File: config.mk
export PLATFORM = sky130hd
export DESIGN_NAME = i2c_slave_status_flags
export DESIGN_NICKNAME = d
export VERILOG_FILES = /design/src/include/i2c_flags_pkg.sv /design/src/hw/i2c_slave_status_flags.sv /design/src/hw/line_sync.sv
export SDC_FILE = /design/constraint.sdc
export NUM_CORES = 1
export LEC_CHECK = 0
export BUFFER_PORTS_ARGS = -buffer_cell sky130_fd_sc_hd__buf_4
export CAP_MARGIN = 20
export CORE_MARGIN = 2
export CORE_UTILIZATION = 35
export DETAILED_ROUTE_END_ITERATION = 10
export SLEW_MARGIN = 20
export SYNTH_ARGS = -nofsm -noshare
export SYNTH_HDL_FRONTEND = slang
export SYNTH_SLANG_ARGS = --single-unit
File: constraint.sdc
create_clock -name mclk -period 2 [get_ports mclk]
set_input_delay 0.4 -clock mclk [delete_from_list [all_inputs] [get_ports mclk]]
set_output_delay 0.4 -clock mclk [all_outputs]
set_load 0.005 [all_outputs]
File: src/include/i2c_flags_pkg.sv
// Purpose: Shared constants for the slave status flag block.
// Assumes: APB byte addresses, one register per 32-bit word.
// Notes:   Flag layout matches the software view of slave_link_flags.
package i2c_flags_pkg;
	localparam int APB_AW = 8;
	localparam int APB_DW = 32;

	// Register byte offsets
	localparam logic [APB_AW-1:0] OFS_FLAGS    = 8'h00;
	localparam logic [APB_AW-1:0] OFS_OWN_ADDR = 8'h04;
	localparam logic [APB_AW-1:0] OFS_DATA     = 8'h08;
	localparam logic [APB_AW-1:0] OFS_IRQ_STAT = 8'h0c;
	localparam logic [APB_AW-1:0] OFS_IRQ_MASK = 8'h10;

	// slave_link_flags bit positions
	localparam int BIT_DONE   = 7;
	localparam int BIT_MATCH  = 6;
	localparam int BIT_BUSY   = 5;
	localparam int BIT_DIR    = 4;
	localparam int BIT_ACKCTL = 3;
	localparam int BIT_RW     = 2;
	localparam int BIT_WAKEEN = 1;
	localparam int BIT_ACKRX  = 0;

	// Interrupt event bits
	localparam int IRQ_W       = 3;
	localparam int IRQ_MATCH   = 0;
	localparam int IRQ_DONE    = 1;
	localparam int IRQ_STOP    = 2;

	localparam logic [7:0]       FLAGS_RESET = 8'h81;
	localparam logic [3:0]       BITS_BYTE   = 4'h8;
	localparam logic [3:0]       BITS_ZERO   = 4'h0;
	localparam logic [IRQ_W-1:0] IRQ_NONE    = 3'h0;
endpackage : i2c_flags_pkg

File: src/hw/i2c_slave_status_flags.sv
// Purpose: Slave-only two-wire link with status flags, APB registers, IRQ.
// Assumes: mclk 200 MHz, far more than the link bit rate; no clock stretching.
// Notes:   SDA is open drain: sdaOut is low, sdaOe pulls the line.
`timescale 1ns/1ps
module i2c_slave_status_flags (
	input  wire logic                                mclk,
	input  wire logic                                reset_n,
	input  wire logic                                psel,
	input  wire logic                                penable,
	input  wire logic                                pwrite,
	input  wire logic [i2c_flags_pkg::APB_AW-1:0]    paddr,
	input  wire logic [i2c_flags_pkg::APB_DW-1:0]    pwdata,
	output logic      [i2c_flags_pkg::APB_DW-1:0]    prdata,
	output logic                                     pready,
	output logic                                     pslverr,
	input  wire logic                                sclIn,
	input  wire logic                                sdaIn,
	output logic                                     sdaOut,
	output logic                                     sdaOe,
	input  wire logic                                lowPower,
	output logic                                     wakeReq,
	output logic                                     irq
);
	import i2c_flags_pkg::*;

	typedef enum logic [2:0] {
		ST_IDLE, ST_ADDR, ST_ADDR_ACK, ST_RX, ST_RX_ACK, ST_TX, ST_TX_ACK, ST_SKIP
	} link_e;

	typedef struct packed {
		link_e             fsm;
		logic [3:0]        bitCnt;
		logic [7:0]        shift;
		logic [7:0]        txShift;
		logic [7:0]        txData;
		logic [7:0]        rxData;
		logic [6:0]        ownAddr;
		logic              done;
		logic              match;
		logic              busy;
		logic              dir;
		logic              ackCtl;
		logic              rw;
		logic              wakeEn;
		logic              ackRx;
		logic [IRQ_W-1:0]  irqSt;
		logic [IRQ_W-1:0]  irqMask;
		logic              irq;
		logic              wake;
		logic              sdaOe;
		logic              sdaOut;
		logic [APB_DW-1:0] prdata;
		logic              pready;
		logic              pslverr;
	} state_s;

	state_s s_r;
	state_s s_nxt;

	logic sclS;
	logic sdaS;
	logic sclP;
	logic sdaP;

	line_sync u_sync (
		.mclk    (mclk),
		.reset_n (reset_n),
		.sclPin  (sclIn),
		.sdaPin  (sdaIn),
		.sclNow  (sclS),
		.sdaNow  (sdaS),
		.sclOld  (sclP),
		.sdaOld  (sdaP)
	);

	logic sclRise;
	logic sclFall;
	logic startDet;
	logic stopDet;
	logic addrHit;

	assign sclRise  = sclS && !sclP;
	assign sclFall  = !sclS && sclP;
	assign startDet = sclS && sclP && sdaP && !sdaS;
	assign stopDet  = sclS && sclP && !sdaP && sdaS;
	assign addrHit  = (s_r.shift[7:1] == s_r.ownAddr);

	function automatic logic [7:0] flagByte(input state_s st);
		logic [7:0] f;
		f              = 8'h00;
		f[BIT_DONE]    = st.done;
		f[BIT_MATCH]   = st.match;
		f[BIT_BUSY]    = st.busy;
		f[BIT_DIR]     = st.dir;
		f[BIT_ACKCTL]  = st.ackCtl;
		f[BIT_RW]      = st.rw;
		f[BIT_WAKEEN]  = st.wakeEn;
		f[BIT_ACKRX]   = st.ackRx;
		return f;
	endfunction : flagByte

	logic [IRQ_W-1:0] ev;
	logic             apbAccess;
	logic             apbCommit;
	logic [IRQ_W-1:0] w1c;

	always_comb begin
		s_nxt     = s_r;
		ev        = IRQ_NONE;
		w1c       = IRQ_NONE;
		apbAccess = psel && penable;
		apbCommit = apbAccess && s_r.pready;

		// Link side
		case (s_r.fsm)
			ST_IDLE: begin
			end
			ST_ADDR: begin
				if (sclRise) begin
					s_nxt.shift  = {s_r.shift[6:0], sdaS};
					s_nxt.bitCnt = s_r.bitCnt + 4'h1;
				end else if (sclFall && s_r.bitCnt == BITS_BYTE) begin
					if (addrHit) begin
						s_nxt.match = 1'b1;
						s_nxt.rw    = s_r.shift[0];
						s_nxt.sdaOe = 1'b1;
						s_nxt.fsm   = ST_ADDR_ACK;
						ev[IRQ_MATCH] = 1'b1;
						if (s_r.wakeEn && lowPower) begin
							s_nxt.wake = 1'b1;
						end
					end else begin
						s_nxt.match = 1'b0;
						s_nxt.fsm   = ST_SKIP;
					end
				end
			end
			ST_ADDR_ACK: begin
				if (sclFall) begin
					s_nxt.bitCnt = BITS_ZERO;
					s_nxt.done   = 1'b0;
					if (s_r.dir) begin
						s_nxt.txShift = s_r.txData;
						s_nxt.sdaOe   = !s_r.txData[7];
						s_nxt.fsm     = ST_TX;
					end else begin
						s_nxt.sdaOe = 1'b0;
						s_nxt.fsm   = ST_RX;
					end
				end
			end
			ST_RX: begin
				if (sclRise) begin
					s_nxt.shift  = {s_r.shift[6:0], sdaS};
					s_nxt.bitCnt = s_r.bitCnt + 4'h1;
				end else if (sclFall && s_r.bitCnt == BITS_BYTE) begin
					s_nxt.rxData = s_r.shift;
					s_nxt.done   = 1'b1;
					ev[IRQ_DONE] = 1'b1;
					// Ack level 0 pulls the line; 1 leaves it released
					s_nxt.sdaOe  = !s_r.ackCtl;
					s_nxt.fsm    = ST_RX_ACK;
				end
			end
			ST_RX_ACK: begin
				if (sclFall) begin
					s_nxt.sdaOe  = 1'b0;
					s_nxt.bitCnt = BITS_ZERO;
					s_nxt.done   = 1'b0;
					s_nxt.fsm    = ST_RX;
				end
			end
			ST_TX: begin
				if (sclRise) begin
					s_nxt.bitCnt = s_r.bitCnt + 4'h1;
				end else if (sclFall) begin
					if (s_r.bitCnt == BITS_BYTE) begin
						s_nxt.sdaOe = 1'b0;
						s_nxt.fsm   = ST_TX_ACK;
					end else begin
						s_nxt.txShift = {s_r.txShift[6:0], 1'b0};
						s_nxt.sdaOe   = !s_r.txShift[6];
					end
				end
			end
			ST_TX_ACK: begin
				if (sclRise) begin
					s_nxt.ackRx  = sdaS;
					s_nxt.done   = 1'b1;
					ev[IRQ_DONE] = 1'b1;
				end else if (sclFall) begin
					s_nxt.bitCnt = BITS_ZERO;
					if (!s_r.ackRx) begin
						s_nxt.txShift = s_r.txData;
						s_nxt.sdaOe   = !s_r.txData[7];
						s_nxt.done    = 1'b0;
						s_nxt.fsm     = ST_TX;
					end else begin
						// Release so the master can end with STOP
						s_nxt.sdaOe = 1'b0;
						s_nxt.fsm   = ST_SKIP;
					end
				end
			end
			ST_SKIP: begin
				s_nxt.sdaOe = 1'b0;
			end
			default: begin
				s_nxt.fsm = ST_IDLE;
			end
		endcase

		// START also covers repeated start mid-transfer
		if (startDet) begin
			s_nxt.busy   = 1'b1;
			s_nxt.fsm    = ST_ADDR;
			s_nxt.bitCnt = BITS_ZERO;
			s_nxt.shift  = 8'h00;
			s_nxt.match  = 1'b0;
			s_nxt.sdaOe  = 1'b0;
		end else if (stopDet) begin
			s_nxt.busy   = 1'b0;
			s_nxt.fsm    = ST_IDLE;
			s_nxt.sdaOe  = 1'b0;
			ev[IRQ_STOP] = 1'b1;
		end

		if (!lowPower) begin
			s_nxt.wake = 1'b0;
		end

		// APB: one wait cycle, write lands on the edge that samples pready
		s_nxt.pready  = apbAccess && !s_r.pready;
		s_nxt.pslverr = 1'b0;
		if (apbAccess && !s_r.pready) begin
			s_nxt.prdata = '0;
			case (paddr)
				OFS_FLAGS:    s_nxt.prdata[7:0] = flagByte(s_r);
				OFS_OWN_ADDR: s_nxt.prdata[7:0] = {s_r.ownAddr, 1'b0};
				OFS_DATA:     s_nxt.prdata[7:0] = s_r.rxData;
				OFS_IRQ_STAT: s_nxt.prdata[IRQ_W-1:0] = s_r.irqSt;
				OFS_IRQ_MASK: s_nxt.prdata[IRQ_W-1:0] = s_r.irqMask;
				default:      s_nxt.pslverr = 1'b1;
			endcase
		end
		if (apbCommit && pwrite) begin
			case (paddr)
				OFS_FLAGS: begin
					s_nxt.dir    = pwdata[BIT_DIR];
					s_nxt.ackCtl = pwdata[BIT_ACKCTL];
					s_nxt.wakeEn = pwdata[BIT_WAKEEN];
				end
				OFS_OWN_ADDR: s_nxt.ownAddr = pwdata[7:1];
				OFS_DATA:     s_nxt.txData  = pwdata[7:0];
				OFS_IRQ_STAT: w1c           = pwdata[IRQ_W-1:0];
				OFS_IRQ_MASK: s_nxt.irqMask = pwdata[IRQ_W-1:0];
				default: begin
				end
			endcase
		end

		// A new event wins over a clear in the same cycle
		s_nxt.irqSt = (s_r.irqSt & ~w1c) | ev;
		s_nxt.irq   = |(s_nxt.irqSt & s_nxt.irqMask);
	end

	always_ff @(posedge mclk or negedge reset_n) begin
		if (!reset_n) begin
			s_r         <= '0;
			s_r.fsm     <= ST_IDLE;
			s_r.done    <= FLAGS_RESET[BIT_DONE];
			s_r.ackRx   <= FLAGS_RESET[BIT_ACKRX];
		end else begin
			s_r <= s_nxt;
		end
	end

	assign prdata  = s_r.prdata;
	assign pready  = s_r.pready;
	assign pslverr = s_r.pslverr;
	assign sdaOut  = s_r.sdaOut;
	assign sdaOe   = s_r.sdaOe;
	assign wakeReq = s_r.wake;
	assign irq     = s_r.irq;
endmodule : i2c_slave_status_flags

File: src/hw/line_sync.sv
// Purpose: Bring SCL and SDA into the mclk domain and keep one old sample.
// Assumes: Pins are asynchronous to mclk.
// Notes:   First stage feeds only the second stage.
`timescale 1ns/1ps
module line_sync (
	input  wire logic mclk,
	input  wire logic reset_n,
	input  wire logic sclPin,
	input  wire logic sdaPin,
	output logic      sclNow,
	output logic      sdaNow,
	output logic      sclOld,
	output logic      sdaOld
);
	typedef struct packed {
		logic [1:0] meta;
		logic [1:0] sync;
		logic [1:0] old;
	} sync_s;

	sync_s s_r;
	sync_s s_nxt;

	always_comb begin
		s_nxt      = s_r;
		s_nxt.meta = {sclPin, sdaPin};
		s_nxt.sync = s_r.meta;
		s_nxt.old  = s_r.sync;
	end

	// Idle bus level is high, so reset to high avoids false edges
	always_ff @(posedge mclk or negedge reset_n) begin
		if (!reset_n) begin
			s_r <= '1;
		end else begin
			s_r <= s_nxt;
		end
	end

	assign sclNow = s_r.sync[1];
	assign sdaNow = s_r.sync[0];
	assign sclOld = s_r.old[1];
	assign sdaOld = s_r.old[0];
endmodule : line_sync

==> results_dict.tcl, run 1 <==
set metrics [dict create \
    status "finished with violations" \
    violations "setup timing" \
    drt_first_pass_iters 4 \
    fmax_mhz 500 \
    cts_buffers 9 \
    whs_ns 0.0591 \
    netlist_instances 367 \
    htree_levels 3 \
    powerDensity_nw_per_um2 1010 \
    worstSetupStartpoint "paddr[7]" \
    cts_root_buf "clkbuf_16" \
    crit_path_max_fanout 3 \
    gp_congestion 0.913 \
    post-place-ws_ns -0.460 \
    fin_crit_sh_pct 100 \
    dr_total_vias 2831 \
    hold_viol_final 0 \
    avgViaCountPerCell 5.00 \
    yosysWarnings 0 \
    die_area_um2 12300 \
    seq_area_frac_synth_pct 48.9 \
    nNetsFinal 471 \
    ys.flop_type "dfrtp_1" \
    r2r_setup_slack_ns 0.12 \
    async_flop_share_pct 100 \
    synth_edf_count 0 \
    start_kind "input port" \
    ys_top_cells_by_area "dfrtp_1, mux2_2, buf_4" \
    start_util_pct 35.4 \
    syn-mean-instance-area_um2 10.9 \
    fp.dieW_um 111 \
    cts_sinks 78 \
    io_buffers 36 \
    grt_pass1_wl_mm 14.3 \
    wire_per_inst_um 15.0 \
    rows 39 \
    drtIter0Drc 198 \
    grt_antenna_before_repair 0 \
    synth.most_common_cell "dfrtp_1" \
    grt.total_usage_pct 14.5 \
    grt.overflow.total 0 \
    worstReg2RegStart "u_sync.sclOld" \
    setup_viol 1 \
    required_ns 2.23 \
    area_growth_pct 20.1 \
    finClkSkew_ns 0.00662 \
    drc_errors 0 \
    dp.final_hpwl_mm 6.23 \
    diodes 0 \
    yosys.area.top_type_share_pct 43.7 \
    power_leakage_nw 2.35 \
    min_period_ns 2.00 \
    reg2reg_depth 7 \
    placed_cells 549 \
    cts_buffer_depth 2 \
    ys_ff_latch 78 \
    drive_above_1_share_pct 33.6 \
    rr_endpoint "irq" \
    ys_types 48 \
    syn-cell-area_um2 4010 \
    tritoncts "done" \
    drv_cap 0 \
    cp.arrival_ns 2.23 \
    slew_viol_final 0 \
    io_pins 86 \
    cp-end-kind "flop" \
    setup_ws_ns -0.0000127 \
    grt_pass1_vias 2802 \
    clk_latency_ns 0.34 \
    grt_max_degree 79 \
    wl_mm 8.50 \
    ant_nets 0 \
    core_um2 11300 \
    die_h_um 111 \
    final_cell_count_no_fill 566 \
    synth_top_cells_by_count "dfrtp_1, mux2_2, buf_4, nand2_1, nor2_1" \
    rsz0062_at_grt "true" \
    synth_top_area_cell "dfrtp_1" \
    path_clk_slew_ns 0.06 \
    crit_type "in2reg" \
    peakVddDrop_v 0.000423 \
    hp-class "in2async" \
]
==> worst max-delay path: stages <==
cell and delay, ns:
buf_6 0.09, or4_4 0.55, nor4b_4 0.39, nand4_1 0.17, a211o_1 0.31, a221o_1 0.31
==> cell type report <==
| type | instances | area, µm² |
|---|---|---|
| repair buffers | 60 | 487 |
| clock buffers | 9 | 225 |
| fillers | 1109 | 6510 |
| inverters | 14 | 52.6 |
| multi-input cells | 255 | 1830 |
| well taps | 143 | 179 |
| clock inverters | 7 | 82.6 |
| flip-flops and latches | 78 | 1960 |
==> how the worst max path moves through the flow <==
stage                     endpoint  slack, ns  cells after the start
final                          irq   -0.00001                      6
after global placement         irq      -0.33                      6
after detailed placement       irq      -0.46                      6
after floorplan                irq      -0.14                      5
after global routing           irq      -0.04                      7
after CTS                      irq      0.002                      6
==> logic make-up after synthesis <==
group | count (synthesis) | share of synthesized area (%)
simple gates | 94 | 12.1
flops | 78 | 48.9
mux | 62 | 17.5
compound gates | 60 | 9.30
buf+inv | 58 | 8.52
xor+xnor | 9 | 1.97
fa+ha+maj | 5 | 1.56
other cells | 1 | 0.0935
==> what timing repair did <==
action / CTS / global route
pin swaps: 2 / 3
setup endpoints to repair: 1 / 9
hold buffers: 0 / 0
setup buffers: 1 / 0
resized for setup: 0 / 10
==> layer usage <==
| layer | global-route usage [%] | part of all wire, % |
|---|---|---|
| met1 | 19.7 | 47 |
| met2 | 22.2 | 47 |
| met3 | 3.83 | 4.5 |
| met4 | 5.93 | 1.8 |
| met5 | 0 | 0 |
==> flip-flops by register name, indices dropped and copies added (netlist names) <==
signal / count
irq: 1
u_sync.s_nxt: 2
u_sync.sdaOld: 1
wakeReq: 1
pready: 1
u_sync.sdaNow: 1
u_sync.sclNow: 1
prdata: 8
sdaOe: 1
s_r: 59
pslverr: 1
u_sync.sclOld: 1
==> placed cells by master, fill, tap and decap left out, drive strengths merged, types with 7 or more instances in the layout <==
cell type	n
inv	16
conb	25
clkbuf	9
dfstp	8
xnor2	7
dfrtp	70
buf	60
nand2	24
nor3	7
o21ai	23
a21oi	11
mux2i	16
nor2	24
mux2	44
nand3	12
==> where the power goes <==
group	internal (mW)	leakage, nW	total (mW)	switching, mW
combinational	0.544	1.17	1.23	0.684
clock	0.983	0.144	1.67	0.685
sequential	1.75	1.04	1.95	0.204
==> metrics by stage <==
stage | util, % | power, mW | setup TNS, ns | area, µm²
6_report | 42.5 | 4.85 | -0.0000127 | 4810
5_1_grt | 42.5 | 5.16 | -0.0489 | 4810
4_1_cts | 42.3 | 4.88 | 0 | 4790
3_5_place_dp | 39.5 | 3.18 | -5.94 | 4470
3_3_place_gp | 39.5 | 3.16 | -4.70 | 4470
2_1_floorplan | - | 2.80 | -0.491 | 4120
Note: power is estimated with default switching activity, not from simulation.
==> run 2, diff against run 1 <==
--- a/config.mk
+++ b/config.mk
@@ -8,7 +8,7 @@
 export BUFFER_PORTS_ARGS = -buffer_cell sky130_fd_sc_hd__buf_4
 export CAP_MARGIN = 20
 export CORE_MARGIN = 2
-export CORE_UTILIZATION = 35
+export CORE_UTILIZATION = 39
 export DETAILED_ROUTE_END_ITERATION = 10
 export SLEW_MARGIN = 20
 export SYNTH_ARGS = -nofsm -noshare
==> run 2 against run 1 <==
The run now ends clean. Sequential cell count is the same. Sequential power barely moved. Sequential share of layout area grew 0.94 points. Die area decreased by 9.9%. Fmax up 1.2%. Global-route usage grew 1.8 points. Cell count is 1.4% lower. Highest routed layer unchanged. Via count decreased by 2.6%. Critical path depth unchanged. Count of clock-buffer cells in the layout is 2 higher.
==> results_dict.tcl, run 2 (same netlist as run 1, synthesis figures left out) <==
set metrics [dict create \
    status "completed" \
    nNetsFinal 470 \
    start_kind "input port" \
    wl_mm 8.40 \
    dp.final_hpwl_mm 6.29 \
    path_clk_slew_ns 0.08 \
    fin_crit_sh_pct 98.8 \
    io_buffers 36 \
    multi_input_area_um2 1820 \
    setup_viol 0 \
    cts_buffer_depth 2 \
    fp.dieW_um 105 \
    hold_depth 1 \
    cp.arrival_ns 2.22 \
    grt_max_degree 38 \
    die_area_um2 11100 \
    drt_first_pass_iters 4 \
    grt.overflow.total 0 \
    hold_viol_final 0 \
    largest_register "s_r" \
    crit_slowest_cell "or4_4" \
    hp-class "in2reg" \
    io_pins 86 \
    tritoncts "done" \
    most-common-layout-cells "dfrtp_1, buf_4, mux2_2" \
    core_um2 10100 \
    crit_type "in2reg" \
    gp_congestion 0.867 \
    post_cts_buffers 0 \
    htree_levels 3 \
    area_growth_pct 17.4 \
    crit_chain "buf_6, or4_4, nor4b_4, nand4_1, a211o_1, a221o_1" \
    fmax_mhz 506 \
    crit_path_max_incr_delay_ns 0.54 \
    diodes 0 \
    die_h_um 105 \
    drc_errors 0 \
    clk_latency_ns 0.36 \
    grt.total_usage_pct 16.3 \
    grt_pass1_wl_mm 14.1 \
    grt_pass1_vias 2763 \
    avgViaCountPerCell 4.94 \
    cts_buffers 9 \
    final_common_cell "dfrtp_1" \
    placed_area_um2 4460 \
    drtIter0Drc 200 \
    ant_nets 0 \
    rsz0062_at_grt "true" \
    crit_path_max_fanout 5 \
    fin_area_um2 4700 \
    p_total_mw 4.51 \
    power_leakage_nw 2.30 \
    start_util_pct 39.5 \
    finClkSkew_ns 0.0114 \
    drv_cap 0 \
    wire_per_inst_um 15.0 \
    grt_antenna_before_repair 0 \
    min_period_ns 1.98 \
    regArea_um2 1960 \
    slew_viol_final 0 \
    reg2reg_depth 7 \
    cts_sinks 78 \
    powerDensity_nw_per_um2 959 \
    largest_reg_flops 59 \
    dr_total_vias 2756 \
    nFillCells 974 \
    required_ns 2.24 \
    cp-end-kind "flop" \
    cts_root_buf "clkbuf_8" \
    peakVddDrop_v 0.000588 \
    drive_above_1_share_pct 32.7 \
    rows 37 \
]
==> run 2: repair_timing <==
| action | in CTS | in global routing |
|---|---|---|
| endpoints found under the hold margin | 22 | 0 |
| endpoints found under the setup margin | 1 | 5 |
| hold buffers | 1 | 0 |
| resized for setup | 0 | 7 |
| pin swaps | 1 | 0 |
==> run 2: final timing paths <==
check | startpoint | endpoint | slack (ns)
max | paddr[0] | irq | 0.02
min | sdaIn | u_sync.s_nxt[2] | 0.15
max reg2reg | u_sync.sclOld | irq | 0.10
min reg2reg | u_sync.s_nxt[3] | u_sync.sclNow | 0.36
max in group asynchronous | reset_n | s_r[51] | 0.89
min in group asynchronous | reset_n | s_r[49] | 0.50
==> run 2: cell type report <==
type                    count  area share, %
well taps                 136           3.62
inverters                  14           1.12
clock inverters             5           1.73
multi-input cells         255           38.7
clock buffers              11           3.01
repair buffers             59           10.2
flip-flops and latches     78           41.7
==> run 2: power by group <==
part	internal, mW	switching, mW	total, mW
Clock	0.739	0.581	1.32
Sequential	1.75	0.206	1.95
Combinational	0.541	0.698	1.24
Total	3.03	1.48	4.51
==> run 2: layer usage <==
layer / track usage [%] / part of all wire, % / up-vias
met5: 0 / 0 / -
met4: 6.29 / 1.2 / 0
met3: 3.65 / 4.1 / 9
met2: 24.9 / 46 / 76
met1: 22.6 / 48 / 1334
li1: - / - / 1337
==> run 2: critical path, delay by kind of cell <==
family	cells	cell delay [ns]
AND/OR/NAND/NOR	3	1.10
buffers and inverters	1	0.09
AO/OA/AOI/OAI	2	0.62
==> run 2: stage by stage <==
stage / utilization [%] / instances / setup WS (ns) / TNS (ns) / hold WS (ns)
finish: 46.4 / 558 / 0.0234 / 0 / 0.151
global route: 46.4 / 558 / -0.0470 / -0.0470 / 0.127
CTS: 46.2 / 558 / 0.00909 / 0 / 0.130
detailed placement: 43.9 / 541 / -0.407 / -5.72 / 0.337
global placement: 43.9 / 541 / -0.350 / -5.11 / 0.331
floorplan: - / 391 / -0.141 / -0.491 / 0.104
==> run 3, diff against run 2 <==
--- a/config.mk
+++ b/config.mk
@@ -5,6 +5,7 @@
 export SDC_FILE = /design/constraint.sdc
 export NUM_CORES = 1
 export LEC_CHECK = 0
+export ABC_AREA = 1
 export BUFFER_PORTS_ARGS = -buffer_cell sky130_fd_sc_hd__buf_4
 export CAP_MARGIN = 20
 export CORE_MARGIN = 2
==> run 3 against run 2 <==
First-iteration DRC count up 39%. Hold slack worse by 0.13 ns. Register-to-register slack better by 0.09 ns. Clock skew down 0.0047 ns. Die area up 11%. Sequential share of layout area down 2.9 points. Combinational power up 19%. Routed wire length up 19%. Largest power group unchanged.
==> results_dict.tcl, run 3 <==
set metrics [dict create \
    drtIter0Drc 277 \
    final_cell_count_no_fill 761 \
    ys_types 37 \
    grt_max_degree 37 \
    placed_area_um2 4750 \
    yosys.area.top_type_share_pct 39.1 \
    synth_top_area_cell "dfrtp_1" \
    reg2reg_depth 9 \
    grt_pass1_vias 3392 \
    crit_top_cell "inv_2" \
    yosysWarnings 0 \
    dp.final_hpwl_mm 7.79 \
    fin_area_um2 5060 \
    setup_ws_ns 0.194 \
    synth_top_cells_by_count "nand2_1, dfrtp_1, inv_1, nand3_1, buf_4" \
    start_kind "flop" \
    synth_edf_count 0 \
    drt_first_pass_iters 4 \
    required_ns 2.26 \
    nNetsFinal 666 \
    path_clk_slew_ns 0.06 \
    drive_above_1_share_pct 20.7 \
    min_period_ns 1.81 \
    htree_levels 3 \
    drc_errors 0 \
    placed_cells 745 \
    grt.overflow.total 0 \
    cp-endpoint "s_r[78]" \
    final_common_cell "nand2_1" \
    most-common-layout-cells "nand2_1, dfrtp_1, inv_1" \
    wire_per_inst_um 13.2 \
    rsz0062_at_grt "false" \
    post-place-ws_ns 0.139 \
    crit_slowest_cell "dfstp_2" \
    dr_total_vias 3624 \
    clk_latency_ns 0.33 \
    worstReg2RegStart "u_sync.sclOld" \
    syn-cell-area_um2 4480 \
    largest_register "s_r" \
    start_util_pct 39.5 \
    fmax_mhz 554 \
    synth.most_common_cell "nand2_1" \
    grt_antenna_before_repair 0 \
    grt_pass1_wl_mm 16.8 \
    peakVddDrop_v 0.000442 \
    rows 39 \
    crit_path_max_fanout 11 \
    max_slew_margin_pct 66.1 \
    cts_root_buf "clkbuf_16" \
    r2r_setup_slack_ns 0.19 \
    largest_reg_flops 59 \
    crit_chain "inv_1, ha_1, inv_2, nor2_2, nor3_2, nand2_2, inv_2, nand2_1, o21ai_2" \
    seq_area_frac_synth_pct 43.8 \
    cts_buffer_depth 2 \
    worstSetupStartpoint "u_sync.sclOld" \
    netlist_instances 578 \
    syn-mean-instance-area_um2 7.74 \
    tritoncts "done" \
    setup_tns_ns 0 \
    hold_viol_final 0 \
    rr_endpoint "s_r[78]" \
    gp_congestion 0.868 \
    drv_cap 0 \
    finClkSkew_ns 0.00661 \
    async_flop_share_pct 100 \
    io_pins 86 \
    worstMarginPinSlew_ns 0.509 \
    cts_resized 0 \
    power_leakage_nw 2.55 \
    path_depth 9 \
    cpLargestDelayFamily "flip-flops" \
    area_growth_pct 13.0 \
    grt.total_usage_pct 17.0 \
    crit_path_max_incr_delay_ns 0.54 \
    ant_nets 0 \
    avgViaCountPerCell 4.76 \
    ys.flop_type "dfrtp_1" \
    cts_buffers 9 \
    cts_hold_buf 0 \
    post_cts_buffers 0 \
    ys_top_cells_by_area "dfrtp_1, nand2_1, buf_4" \
    hp-class "in2async" \
    io_buffers 36 \
    crit_type "reg2reg" \
    wl_mm 10.0 \
    fp.dieW_um 111 \
    p_total_mw 5.01 \
    die_area_um2 12300 \
    slew_viol_final 0 \
    setup_viol 0 \
    cp.arrival_ns 2.06 \
    ys_ff_latch 78 \
    powerDensity_nw_per_um2 990 \
    die_h_um 111 \
    crit_buf_inv 3 \
    fin_crit_sh_pct 90.3 \
    cp-end-kind "flop" \
    core_um2 11300 \
    diodes 0 \
    status "completed" \
    cts_sinks 78 \
]
[run 3: changes by cell type after synthesis, moves of 16 or more]
cell,change
mux2i_1,-16
nand3_1,+25
nand2_1,+183
inv_1,+40
mux2_2,-44
o21ai_2,+22
[run 3: worst register-to-register path, cell delays in order (launching register included)]
cell     delay, ns
dfstp_2       0.54
inv_1         0.05
ha_1          0.29
inv_2         0.17
nor2_2        0.07
nor3_2        0.17
nand2_2       0.10
inv_2         0.19
nand2_1       0.10
o21ai_2       0.06
[run 3: power breakdown]
group          internal [mW]  switching [mW]
combinational          0.482           0.996
sequential              1.72           0.172
clock                  0.976           0.659
total                   3.18            1.83
[run 3: layer usage]
layer / part of all wire (%) / GRT usage (%)
met1: 49 / 23.8
met2: 46 / 26.7
met5: 0 / 0
met4: 0.87 / 5.51
met3: 3.9 / 3.12
[run 3: cell type report]
class                      count  area, µm²
sequential                    78       1960
timing repair buffer          43        335
multi-input combinational    418       2040
clock inverter                 6       70.1
fill                        1150       6260
tap                          143        179
inverter                      63        239
clock buffer                  10        229
[run 3: cell families (layout without fill, tap and decap cells)]
family,Yosys count,after routing,synth area share [%]
AO/OA/AOI/OAI,74,74,10.7
AND/OR/NAND/NOR,311,311,30.6
adder cells (fa/ha/maj),5,5,1.40
other,1,25,0.0838
XOR/XNOR,3,3,0.587
buffers and inverters,106,122,12.8
flip-flops,78,78,43.8
[run 3: worst min path at each step]
stage | startpoint | endpoint | slack [ns] | cells past startpoint
global placement | u_sync.s_nxt[2] | u_sync.sdaNow | 0.35 | 0
floorplan | reset_n | irq | 0.10 | 0
detailed placement | u_sync.s_nxt[2] | u_sync.sdaNow | 0.35 | 0
global route | reset_n | irq | 0.06 | 1
CTS | reset_n | prdata[0] | 0.04 | 1
finish | reset_n | irq | 0.02 | 1
[run 3: stage by stage]
stage	utilization [%]	hold slack (ns)
2_1_floorplan	-	0.104
3_3_place_gp	41.9	0.346
3_5_place_dp	41.9	0.347
4_1_cts	44.6	0.0432
5_1_grt	44.7	0.0632
6_report	44.7	0.0231
